<file path="src/logic/rt_cfg_pkg.sv">
// Constants shared by the interrupt-mask and terminal-configuration block.
// Assumes a 50 MHz core clock and a 5-bit register address port.
package rt_cfg_pkg;
    // Register offsets
    localparam logic [4:0] OFFSET_MASK_ONE = 5'h00;
    localparam logic [4:0] OFFSET_CONFIG_ONE = 5'h01;
    // Mask register layout
    localparam logic [15:0] MASK_IMPLEMENTED = 16'h3cf7;
    localparam logic [15:0] MASK_RESET = 16'h0000;
    localparam int EVT_TX_TIMEOUT = 13;
    localparam int EVT_RT_STACK = 12;
    localparam int EVT_MON_CMD_STACK = 11;
    localparam int EVT_MON_DATA_STACK = 10;
    localparam int EVT_ADDR_PARITY = 7;
    localparam int EVT_TIME_TAG = 6;
    localparam int EVT_CIRC_BUFFER = 5;
    localparam int EVT_SELECTIVE_EOM = 4;
    localparam int EVT_MSG_ERROR = 2;
    localparam int EVT_MODE_CMD = 1;
    localparam int EVT_EOM = 0;
    // Configuration register layout
    localparam int CFG_ENHANCED_RT = 15;
    localparam int CFG_MONITOR_ONLY = 14;
    localparam int CFG_AREA_B = 13;
    localparam int CFG_MONITOR_ENABLE = 12;
    localparam int CFG_DYN_BUS = 11;
    localparam int CFG_BUSY_N = 10;
    localparam int CFG_SERVICE_REQ_N = 9;
    localparam int CFG_SUBSYS_FLAG_N = 8;
    localparam int CFG_TERM_FLAG_N = 7;
    localparam int CFG_MONITOR_RUNNING = 2;
    localparam int CFG_MSG_IN_PROGRESS = 0;
    localparam logic [15:0] CFG_WRITABLE = 16'hff80;
    localparam logic [15:0] CFG_ALT_WRITABLE = 16'hfffe;
    localparam logic [15:0] CFG_RESET_IDLE_BC = 16'h0000;
    localparam logic [15:0] CFG_RESET_BUSY_RT = 16'h8000;
    // Status word bit positions (low 11 bits)
    localparam int SW_TERM_FLAG = 0;
    localparam int SW_DYN_BUS_ACCEPT = 1;
    localparam int SW_SUBSYS_FLAG = 2;
    localparam int SW_BUSY = 3;
    localparam int SW_SERVICE_REQ = 8;
    localparam logic [15:0] TIME_TAG_MAX = 16'hffff;
    // Transmitter watchdog timing
    localparam int CLK_MHZ = 50;
    localparam int TX_TIMEOUT_US = 768;
    localparam int TX_TIMEOUT_CYCLES = TX_TIMEOUT_US * CLK_MHZ;
endpackage : rt_cfg_pkg

</file>
<file path="src/logic/event_latch.sv">
// Sticky event flags with per-bit mask gating onto one interrupt level.
// Assumes set and clear inputs are one-cycle pulses from the core clock domain.
`timescale 1ns/1ps
module event_latch #(
    parameter int WIDTH = 16
) (
    input wire logic clk,
    input wire logic rst_n,
    input wire logic [WIDTH-1:0] setPulse,
    input wire logic [WIDTH-1:0] clearPulse,
    input wire logic [WIDTH-1:0] mask,
    output logic [WIDTH-1:0] flags,
    output logic irq
);
    wire logic [WIDTH-1:0] next_flags;
    wire logic next_irq;

    genvar i;
    generate
        for (i = 0; i < WIDTH; i++) begin : g_flag
            // Set wins over a clear in the same cycle
            assign next_flags[i] = setPulse[i] | (flags[i] & ~clearPulse[i]);
        end
    endgenerate

    assign next_irq = |(flags & mask);

    // Flag and interrupt registers
    always_ff @(posedge clk) begin
        if (!rst_n) begin
            flags <= '0;
            irq <= 1'b0;
        end else begin
            flags <= next_flags;
            irq <= next_irq;
        end
    end
endmodule : event_latch

</file>
<file path="src/logic/tx_watchdog.sv">
// Transmitter-on watchdog: one pulse when the transmitter stays on too long.
// Assumes txActive is a synchronous level from the encoder.
`timescale 1ns/1ps
module tx_watchdog #(
    parameter int LIMIT = 38400
) (
    input wire logic clk,
    input wire logic rst_n,
    input wire logic txActive,
    output logic timeout
);
    localparam int CW = $clog2(LIMIT + 2);
    logic [CW-1:0] count;
    wire logic atLimit;
    wire logic [CW-1:0] next_count;

    assign atLimit = (count == CW'(LIMIT));
    assign next_count = !txActive ? '0 : (count > CW'(LIMIT)) ? count : count + 1'b1;

    // Counter saturates past the limit so the pulse fires once per burst
    always_ff @(posedge clk) begin
        if (!rst_n) begin
            count <= '0;
            timeout <= 1'b0;
        end else begin
            count <= next_count;
            timeout <= txActive && atLimit;
        end
    end
endmodule : tx_watchdog

</file>
<file path="src/logic/rt_irq_config_regs.sv">
// Interrupt mask #1 and configuration #1 registers of the terminal engine.
// Assumes a synchronous register port from the host bus interface and
// one-cycle event pulses from the protocol engine, all on clk.
`timescale 1ns/1ps
module rt_irq_config_regs #(
    parameter int TX_LIMIT_CYCLES = rt_cfg_pkg::TX_TIMEOUT_CYCLES
) (
    input wire logic clk,
    input wire logic rst_n,
    input wire logic compat_busy_powerup_input,
    input wire logic [4:0] regAddr,
    input wire logic regWrite,
    input wire logic regRead,
    input wire logic [15:0] regWrData,
    output logic [15:0] regRdData,
    output logic regRdValid,
    input wire logic message_start,
    input wire logic message_finish,
    input wire logic subaddrIrqRequest,
    input wire logic modeCommandValid,
    input wire logic loopbackError,
    input wire logic statusMsgError,
    input wire logic circBufferWrap,
    input wire logic txActive,
    input wire logic timeTagTick,
    input wire logic [4:0] rtAddress,
    input wire logic rtAddressParity,
    input wire logic rtStackWrite,
    input wire logic [15:0] rtStackAddr,
    input wire logic [15:0] rtStackBase,
    input wire logic monCmdStackWrite,
    input wire logic [15:0] monCmdStackAddr,
    input wire logic [15:0] monCmdStackBase,
    input wire logic monDataStackWrite,
    input wire logic [15:0] monDataStackAddr,
    input wire logic [15:0] monDataStackBase,
    input wire logic bus_monitor_function,
    input wire logic altStatusSelect,
    input wire logic [15:0] statusClear,
    output logic [15:0] eventFlags,
    output logic hostIrq,
    output logic [15:0] timeTag,
    output logic enhancedRt,
    output logic monitorOnly,
    output logic monitorEnable,
    output logic areaB,
    output logic rtBusy,
    output logic [10:0] statusWordLow
);
    import rt_cfg_pkg::*;

    logic [15:0] intMask;
    logic [15:0] cfgWritable;
    logic msgInProgress;
    logic txTimeout;

    // Register decode
    wire logic selMask = (regAddr == OFFSET_MASK_ONE);
    wire logic selCfg = (regAddr == OFFSET_CONFIG_ONE);
    wire logic writeMask = regWrite && selMask;
    wire logic writeCfg = regWrite && selCfg;

    // Mask register: only implemented bits are stored
    // unused bits zero
    wire logic [15:0] next_intMask = writeMask ? (regWrData & MASK_IMPLEMENTED) : intMask;

    always_ff @(posedge clk) begin
        if (!rst_n) begin
            intMask <= MASK_RESET;
        end else begin
            intMask <= next_intMask;
        end
    end

    // Configuration writable bits; reset value caught from the strap
    // strap picks reset mode
    wire logic [15:0] cfgResetValue = compat_busy_powerup_input ? CFG_RESET_BUSY_RT
                                                                : CFG_RESET_IDLE_BC;
    // alternate layout also keeps bits 6..1 for the status copy
    wire logic altWrite = altStatusSelect && regWrData[CFG_ENHANCED_RT];
    wire logic [15:0] cfgWriteMask = altWrite ? CFG_ALT_WRITABLE : CFG_WRITABLE;
    wire logic [15:0] next_cfgWritable = writeCfg ? (regWrData & cfgWriteMask) : cfgWritable;

    always_ff @(posedge clk) begin
        if (!rst_n) begin
            cfgWritable <= cfgResetValue;
        end else begin
            cfgWritable <= next_cfgWritable;
        end
    end

    // Message in progress: set on start, cleared on finish
    // start sets, finish clears
    wire logic next_msgInProgress = message_start | (msgInProgress & ~message_finish);

    // Area change waits for the message boundary
    // area switch deferred
    wire logic areaMayChange = !msgInProgress || message_finish;
    wire logic next_areaB = areaMayChange ? cfgWritable[CFG_AREA_B] : areaB;

    always_ff @(posedge clk) begin
        if (!rst_n) begin
            msgInProgress <= 1'b0;
            areaB <= 1'b0;
        end else begin
            msgInProgress <= next_msgInProgress;
            areaB <= next_areaB;
        end
    end

    // Time tag counter
    // wrap detection
    wire logic timeTagWrap = timeTagTick && (timeTag == TIME_TAG_MAX);
    wire logic [15:0] next_timeTag = timeTagTick ? timeTag + 16'h0001 : timeTag;

    always_ff @(posedge clk) begin
        if (!rst_n) begin
            timeTag <= 16'h0000;
        end else begin
            timeTag <= next_timeTag;
        end
    end

    tx_watchdog #(
        .LIMIT(TX_LIMIT_CYCLES)
    ) u_watchdog (
        .clk(clk),
        .rst_n(rst_n),
        .txActive(txActive),
        .timeout(txTimeout)
    );

    // Event sources gathered onto mask bit positions
    // stack rollover compare
    wire logic rtStackRoll = rtStackWrite && (rtStackAddr == rtStackBase);
    wire logic monCmdRoll = monCmdStackWrite && (monCmdStackAddr == monCmdStackBase);
    wire logic monDataRoll = monDataStackWrite && (monDataStackAddr == monDataStackBase);
    // odd parity over address and parity bit
    wire logic parityError = ~(^{rtAddress, rtAddressParity});
    wire logic selectiveEom = message_finish && subaddrIrqRequest;
    wire logic msgError = loopbackError || statusMsgError;

    wire logic [15:0] eventPulse;
    assign eventPulse[15:14] = 2'b00;
    assign eventPulse[EVT_TX_TIMEOUT] = txTimeout;
    assign eventPulse[EVT_RT_STACK] = rtStackRoll;
    assign eventPulse[EVT_MON_CMD_STACK] = monCmdRoll;
    assign eventPulse[EVT_MON_DATA_STACK] = monDataRoll;
    assign eventPulse[9:8] = 2'b00;
    assign eventPulse[EVT_ADDR_PARITY] = parityError;
    assign eventPulse[EVT_TIME_TAG] = timeTagWrap;
    assign eventPulse[EVT_CIRC_BUFFER] = circBufferWrap;
    assign eventPulse[EVT_SELECTIVE_EOM] = selectiveEom;
    assign eventPulse[3] = 1'b0;
    assign eventPulse[EVT_MSG_ERROR] = msgError;
    assign eventPulse[EVT_MODE_CMD] = modeCommandValid;
    assign eventPulse[EVT_EOM] = message_finish;

    event_latch #(
        .WIDTH(16)
    ) u_events (
        .clk(clk),
        .rst_n(rst_n),
        .setPulse(eventPulse),
        .clearPulse(statusClear),
        .mask(intMask),
        .flags(eventFlags),
        .irq(hostIrq)
    );

    // Mode outputs
    // enhanced terminal select
    wire logic next_enhancedRt = cfgWritable[CFG_ENHANCED_RT];
    wire logic next_monitorOnly = cfgWritable[CFG_MONITOR_ONLY] && !cfgWritable[CFG_ENHANCED_RT];
    wire logic next_monitorEnable = cfgWritable[CFG_MONITOR_ENABLE];
    wire logic next_rtBusy = !cfgWritable[CFG_BUSY_N];

    // Status word low bits, normal flag form
    // active-low flag bits
    wire logic [10:0] normalStatus = {
        2'b00, !cfgWritable[CFG_SERVICE_REQ_N], 4'h0,
        !cfgWritable[CFG_BUSY_N], !cfgWritable[CFG_SUBSYS_FLAG_N],
        1'b0, !cfgWritable[CFG_TERM_FLAG_N]
    };
    wire logic useAltStatus = altStatusSelect && cfgWritable[CFG_ENHANCED_RT];
    wire logic [10:0] rawStatus = useAltStatus ? cfgWritable[11:1] : normalStatus;
    wire logic [10:0] next_statusWordLow = rawStatus & ~(11'h001 << SW_DYN_BUS_ACCEPT);

    always_ff @(posedge clk) begin
        if (!rst_n) begin
            enhancedRt <= 1'b0;
            monitorOnly <= 1'b0;
            monitorEnable <= 1'b0;
            rtBusy <= 1'b0;
            statusWordLow <= 11'h000;
        end else begin
            enhancedRt <= next_enhancedRt;
            monitorOnly <= next_monitorOnly;
            monitorEnable <= next_monitorEnable;
            rtBusy <= next_rtBusy;
            statusWordLow <= next_statusWordLow;
        end
    end

    // Read image of the configuration register
    // monitor running bit
    wire logic [15:0] cfgNormalImage = {
        cfgWritable[15:14], areaB, cfgWritable[12:7], 4'h0,
        bus_monitor_function, 1'b0, msgInProgress
    };
    // alternate layout reads back the copied status bits
    wire logic [15:0] cfgAltImage = {
        cfgWritable[15:14], areaB, cfgWritable[12:1], msgInProgress
    };
    wire logic [15:0] cfgReadImage = useAltStatus ? cfgAltImage : cfgNormalImage;
    wire logic [15:0] readMux = selMask ? intMask : selCfg ? cfgReadImage : 16'h0000;

    // Read data registered one cycle after the strobe
    always_ff @(posedge clk) begin
        if (!rst_n) begin
            regRdData <= 16'h0000;
            regRdValid <= 1'b0;
        end else begin
            regRdData <= regRead ? readMux : regRdData;
            regRdValid <= regRead;
        end
    end
endmodule : rt_irq_config_regs

</file>
<file path="config.mk">
export PLATFORM = sky130hd
export DESIGN_NAME = rt_irq_config_regs
export DESIGN_NICKNAME = d
export VERILOG_FILES = /design/src/logic/rt_cfg_pkg.sv /design/src/logic/event_latch.sv /design/src/logic/tx_watchdog.sv /design/src/logic/rt_irq_config_regs.sv
export SDC_FILE = /design/constraint.sdc
export NUM_CORES = 1
export LEC_CHECK = 0
export ABC_AREA = 1
export ABC_CLOCK_PERIOD_IN_PS = 3000
export BUFFER_PORTS_ARGS = -buffer_cell sky130_fd_sc_hd__buf_2
export CAP_MARGIN = 40
export CORE_ASPECT_RATIO = 1.75
export CORE_MARGIN = 5
export CORE_UTILIZATION = 49
export DETAILED_ROUTE_END_ITERATION = 7
export GPL_ROUTABILITY_DRIVEN = 0
export HOLD_SLACK_MARGIN = 0.03
export PLACE_DENSITY = 0.77
export SLEW_MARGIN = 30
export SYNTH_ARGS = -nofsm -noshare
export SYNTH_HDL_FRONTEND = slang
export SYNTH_SLANG_ARGS = --single-unit
</file>
<file path="constraint.sdc">
create_clock -name clk -period 3 [get_ports clk]
set_input_delay 0.3 -clock clk [delete_from_list [all_inputs] [get_ports clk]]
set_output_delay 0.3 -clock clk [all_outputs]
set_load 0.02 [all_outputs]
</file>
=== After elaboration in Yosys (flattened, before gate mapping) ===
Cells that the tools add are included.

* Register bits after elaboration: 111
* Bits in latches: 0
* RAM bits: 0
* ROM bits: 0
* Bits of input ports: 158
* Output and inout port bits: 66
* Memories: 0

* Add/sub/neg operators: 2
* $mul: 0
* Div/mod/pow operators: 0
* Order comparisons: 1
* Equal/unequal tests: 7
* Shift operators: 0
* Multiplexer cells: 8
* Bitwise gates (word level): 49
* Reduce and logical (&&, ||, !) cells: 24

{| class="wikitable"
|+ Operator list
! cell !! number
|-
| 2-to-1 mux 16 bit || 5
|-
| == test 16 bit || 3
|-
| adder 16 x 1 -> 16 bit (second input constant) || 2
|-
| == test 16 bit (second input constant) || 2
|-
| NOT 1 bit || 18
|-
| AND 1 bit || 17
|-
| AND 16 x 14 -> 16 bit || 1
|-
| AND 16 bit || 1
|-
| greater-than comparator 16 bit (second input constant) || 1
|-
| OR reduction 16 bit || 1
|-
| 2-to-1 mux 7 bit || 2
|-
| bitwise OR 1 bit || 12
|-
| logical AND 1 bit || 11
|-
| 2-to-1 mux 9 bit || 1
|-
| zero test 1 bit || 6
|-
| parity 6 bit || 1
|-
| == test 5 x 1 -> 1 bit (second input constant) || 1
|-
| zero test 5 bit || 1
|-
| AND reduction 2 bit || 2
|-
| logical OR 1 bit || 2
|-
| != test 2 x 1 -> 1 bit (second input constant) || 1
|}

=== Depth between registers and ports, before layout ===
* Word-level depth: 5
* Mapped depth: 10
* Mapped depth without buffers: 9

=== By module ===
From an unflattened synthesis, not the netlist that was laid out.

* Cells, all modules: 807
* Area total of the unflattened synthesis: 5616.6 um^2

{| class="wikitable"
|+ Modules (own cells, without submodules)
! module !! times used !! cells each !! area an instance (um^2) !! sequential area each (um^2)
|-
| rt_irq_config_regs || 1 || 547 || 3891.2 || 1651.6
|-
| tx_watchdog || 1 || 161 || 1049.8 || 340.3
|-
| event_latch || 1 || 99 || 675.6 || 340.3
|}

=== Least setup slack after synthesis ===
No wires, ideal clock.

* Path kind: input -> register
* From: input regAddr[3]
* To: register cfgWritable[10], enable pin
* Arrival time: 1.909 ns
* Required time: 2.592 ns
* Setup slack: 0.683 ns
* Stages on the path: 4
* Path buffers: 1
* Path through: nor2_1 > nand3_1 > clkbuf_1 > o21ai_0

* Cells in the longest elaborated chain, start to end: 3

{| class="wikitable"
|+ Ends and longest elaborated chain
! item !! line !! text
|-
| from (decl) || rt_irq_config_regs.sv:11 || <nowiki>input wire logic [4:0] regAddr,</nowiki>
|-
| == test 5 x 1 -> 1 bit || rt_irq_config_regs.sv:59 || <nowiki>wire logic selCfg = (regAddr == OFFSET_CONFIG_ONE);</nowiki>
|-
| logical AND 1 bit || rt_irq_config_regs.sv:61 || <nowiki>wire logic writeCfg = regWrite && selCfg;</nowiki>
|-
| != test 2 x 1 -> 1 bit (no source line) || -- ||
|-
| to (signal assigned) || rt_irq_config_regs.sv:86 || <nowiki>cfgWritable <= cfgResetValue;</nowiki>
|-
| to (signal assigned) || rt_irq_config_regs.sv:88 || <nowiki>cfgWritable <= next_cfgWritable;</nowiki>
|-
| to (decl) || rt_irq_config_regs.sv:53 || <nowiki>logic [15:0] cfgWritable;</nowiki>
|}

No other way between the ends.
A chain may end at the register's enable or synchronous reset.

=== Final worst setup path ===
* From: input regAddr[3]
* To: register intMask[10]

* Cells in the longest elaborated chain, start to end: 2

{| class="wikitable"
|+ Ends and longest elaborated chain
! item !! line !! text
|-
| zero test 5 bit || rt_irq_config_regs.sv:58 || <nowiki>wire logic selMask = (regAddr == OFFSET_MASK_ONE);</nowiki>
|-
| logical AND 1 bit || rt_irq_config_regs.sv:60 || <nowiki>wire logic writeMask = regWrite && selMask;</nowiki>
|-
| to (signal assigned) || rt_irq_config_regs.sv:71 || <nowiki>intMask <= next_intMask;</nowiki>
|-
| to (decl) || rt_irq_config_regs.sv:52 || <nowiki>logic [15:0] intMask;</nowiki>
|}

No other way between the ends.

==> impl_metrics.json <==
{
  "fill_cells": 1052,
  "yosys.area.top_type": "dfxtp_1",
  "synth_edf_count": 15,
  "netlist.area_leader.share": 0.344,
  "cts_setup_buffers": 0,
  "setup_violations": 0,
  "synth.distinct_cells": 35,
  "cts_buffer_depth": 2,
  "yosys-top-cells-area": "dfxtp_1 34%, nand2_1 13%, inv_1 11%, edfxtp_1 8.2%, nor2_1 7.9%",
  "outcome": "finished, final reports clean",
  "core_um2": 11000,
  "power.density_nw_per_um2": 456,
  "area_delta_synth_final_pct": 27.8,
  "synth_xor_area_frac": 0.0336,
  "slew_viol_final": 0,
  "fp.dieH_um": 150,
  "cts_root_buffer": "clkbuf_16",
  "cts_made_buffers": 9,
  "wl_um": 15100,
  "wl_per_cell_um": 12.9,
  "final_cell_area_um2": 7000,
  "dpl.hpwl_um": 12500,
  "p_clk_frac": 0.398,
  "hold_ws_ns": 0.0987,
  "avgSynthCellArea_um2": 6.72,
  "grt_pass1_vias": 5469,
  "vias": 5580,
  "synthAdderAreaFrac": 0.00685,
  "insertion_delay_ns": 0.34,
  "clk_pin_slew_ns": 0.07,
  "async_flop_share": 0,
  "cp-start-kind": "input port",
  "synthesis.area_um2": 5480,
  "drc": 0,
  "power.switching_mw": 0.797,
  "die_x_um": 89.9,
  "muxShareOfSynthArea": 0,
  "tightest_slew_ns": 0.621,
  "synth_simple_gate_area_share": 0.285,
  "ys_seq_area_frac": 0.426,
  "clock_skew_ns": 0.00766,
  "hold_viol": 0,
  "cts_resized": 0,
  "end_kind": "flip-flop",
  "swShare": 0.250,
  "hp-class": "in -> reg",
  "crit_required_ns": 3.23,
  "ys_ff_latch": 109,
  "drtPass1Iterations": 4,
  "p_leak_nw": 3.68,
  "synthCells": 815,
  "synth.cells.most_frequent": "197 x nand2_1, 160 x inv_1, 116 x nor2_1",
  "grt_pass1_wl_um": 24900,
  "post-route-period-util": 0.594,
  "period_needed_ns": 1.78,
  "p_int_mw": 2.40,
  "cts_hold_buf": 0,
  "final_nets": 1193,
  "final_antenna_net_count": 0,
  "maxCapViolations": 0,
  "drive_gt1_frac": 0.251,
  "ys_warn_count": 0,
  "synth_nets": 976,
  "setup_tns_ns": 0,
  "slew_headroom": 0.585,
  "ios": 224,
  "combPwrFrac": 0.119,
  "pwr-share-seq": 0.483,
  "yosysMostFrequentCell": "nand2_1",
  "fmax_ghz": 0.561,
  "rows": 51,
  "grt-ovfl-total": 0,
  "via_per_inst": 4.77,
  "cts_tree": "done",
  "critical_path_arrival_ns": 2.01,
  "clock-sinks": 109,
  "antenna_found_initial": 1,
  "grtUsageTotal": 0.225,
  "synthFlopType": "dfxtp_1",
  "critical_path_class": "in -> reg",
  "worstPathMaxFanout": 12,
  "ir_drop_v": 0.000555,
  "placed_cell_area_um2": 6680,
  "rsz0062_at_grt": "no",
  "die_area_um2": 13500,
  "htreeDepth": 3,
  "synth_top_family_by_area": "simple AND/OR/NAND/NOR gates",
  "drtIter0Drc": 196,
  "fin_cells": 1170,
  "placed_cells": 1153,
  "synth-compound-area-share": 0.118,
  "io_buffer_count": 222,
  "start_util": 0.496,
  "grt_max_degree": 33
}
-- cells by family (layout without fill, tap and decap cells) --
| family | Yosys count | in the layout |
|---|---|---|
| xor+xnor | 21 | 21 |
| buf+inv | 184 | 406 |
| flops | 109 | 109 |
| simple gates | 376 | 376 |
| compound gates | 121 | 121 |
| fa+ha+maj | 3 | 3 |
| other cells | 1 | 2 |
-- final cells by class --
| cell class | count | area, um^2 | area share |
|---|---|---|---|
| Clock inverter | 6 | 72.6 | 0.0104 |
| Antenna cell | 1 | 2.50 | 0.000357 |
| Timing Repair Buffer | 224 | 1130 | 0.161 |
| Tap cell | 132 | 165 | 0.0236 |
| Inverter | 166 | 623 | 0.0890 |
| Clock buffer | 10 | 250 | 0.0357 |
| Multi-Input combinational cell | 522 | 2430 | 0.347 |
| Sequential cell | 109 | 2330 | 0.333 |
-- worst paths after layout --
kind,start,to,slack [ns],cells after the start
max,regAddr[3],intMask[10],1.22,7
min,statusClear[15],u_events.flags[15],0.1,2
max reg2reg,u_watchdog.count[0],u_watchdog.count[8],1.39,9
min reg2reg,u_events.flags[15],u_events.flags[15],0.44,2
-- flip-flops by register name (all words and copies together), names as in the netlist --
register            count
regRdData              16
timeTag                16
u_events.flags         16
u_watchdog.count       16
cfgWritable            15
intMask                11
statusWordLow          10
areaB                   1
enhancedRt              1
monitorEnable           1
monitorOnly             1
msgInProgress           1
regRdValid              1
rtBusy                  1
u_events.irq            1
u_watchdog.timeout      1
-- placed cells by master (no fill, tap or decap), types with 2 or more instances in the layout --
master,count
a21oi_1,43
a221oi_1,2
buf_2,222
buf_4,2
clkbuf_16,10
dfxtp_1,94
edfxtp_1,15
ha_1,3
inv_1,160
inv_2,6
inv_6,3
nand2_1,197
nand2_2,4
nand2_4,2
nand3_1,35
nand4_1,5
nor2_1,116
nor2_2,3
nor2_4,3
nor3_1,6
o21a_1,2
o21ai_0,41
o21ai_1,14
o22ai_1,16
xnor2_1,10
xor2_1,11
-- per-layer routing --
metal / GRT usage / share of wire / vias up / routed length (um)
li1: - / - / 2934 / -
met1: 0.234 / 0.37 / 2466 / 5570
met2: 0.446 / 0.56 / 164 / 8500
met3: 0.0397 / 0.055 / 16 / 831
met4: 0.0715 / 0.016 / 0 / 244
met5: 0 / 0 / - / 0
-- critical path, cell delays in order --
cell	delay [ns]
buf_2	0.10
nor2_1	0.17
nand3b_1	0.35
nor2_1	0.61
inv_2	0.21
o21ai_0	0.22
a21oi_1	0.06
-- per-stage QoR --
step | total power, mW | util | setup slack, ns
final | 3.19 | 0.634 | 1.22
after global routing | 3.33 | 0.634 | 0.997
after CTS | 3.22 | 0.634 | 1.25
after detailed placement | 1.96 | 0.605 | 0.882
after global placement | 1.95 | 0.605 | 0.995
after floorplan | 1.77 | - | 0.683
-- power by group through the flow --
stage	Clock (mW)	Combinational [mW]	Sequential [mW]
finish	1.27	0.379	1.54
global route	1.35	0.432	1.55
CTS	1.29	0.383	1.54
detailed placement	0	0.381	1.58
global placement	0	0.375	1.58
floorplan	0	0.172	1.60
Note: power is estimated with default switching activity, not from simulation.
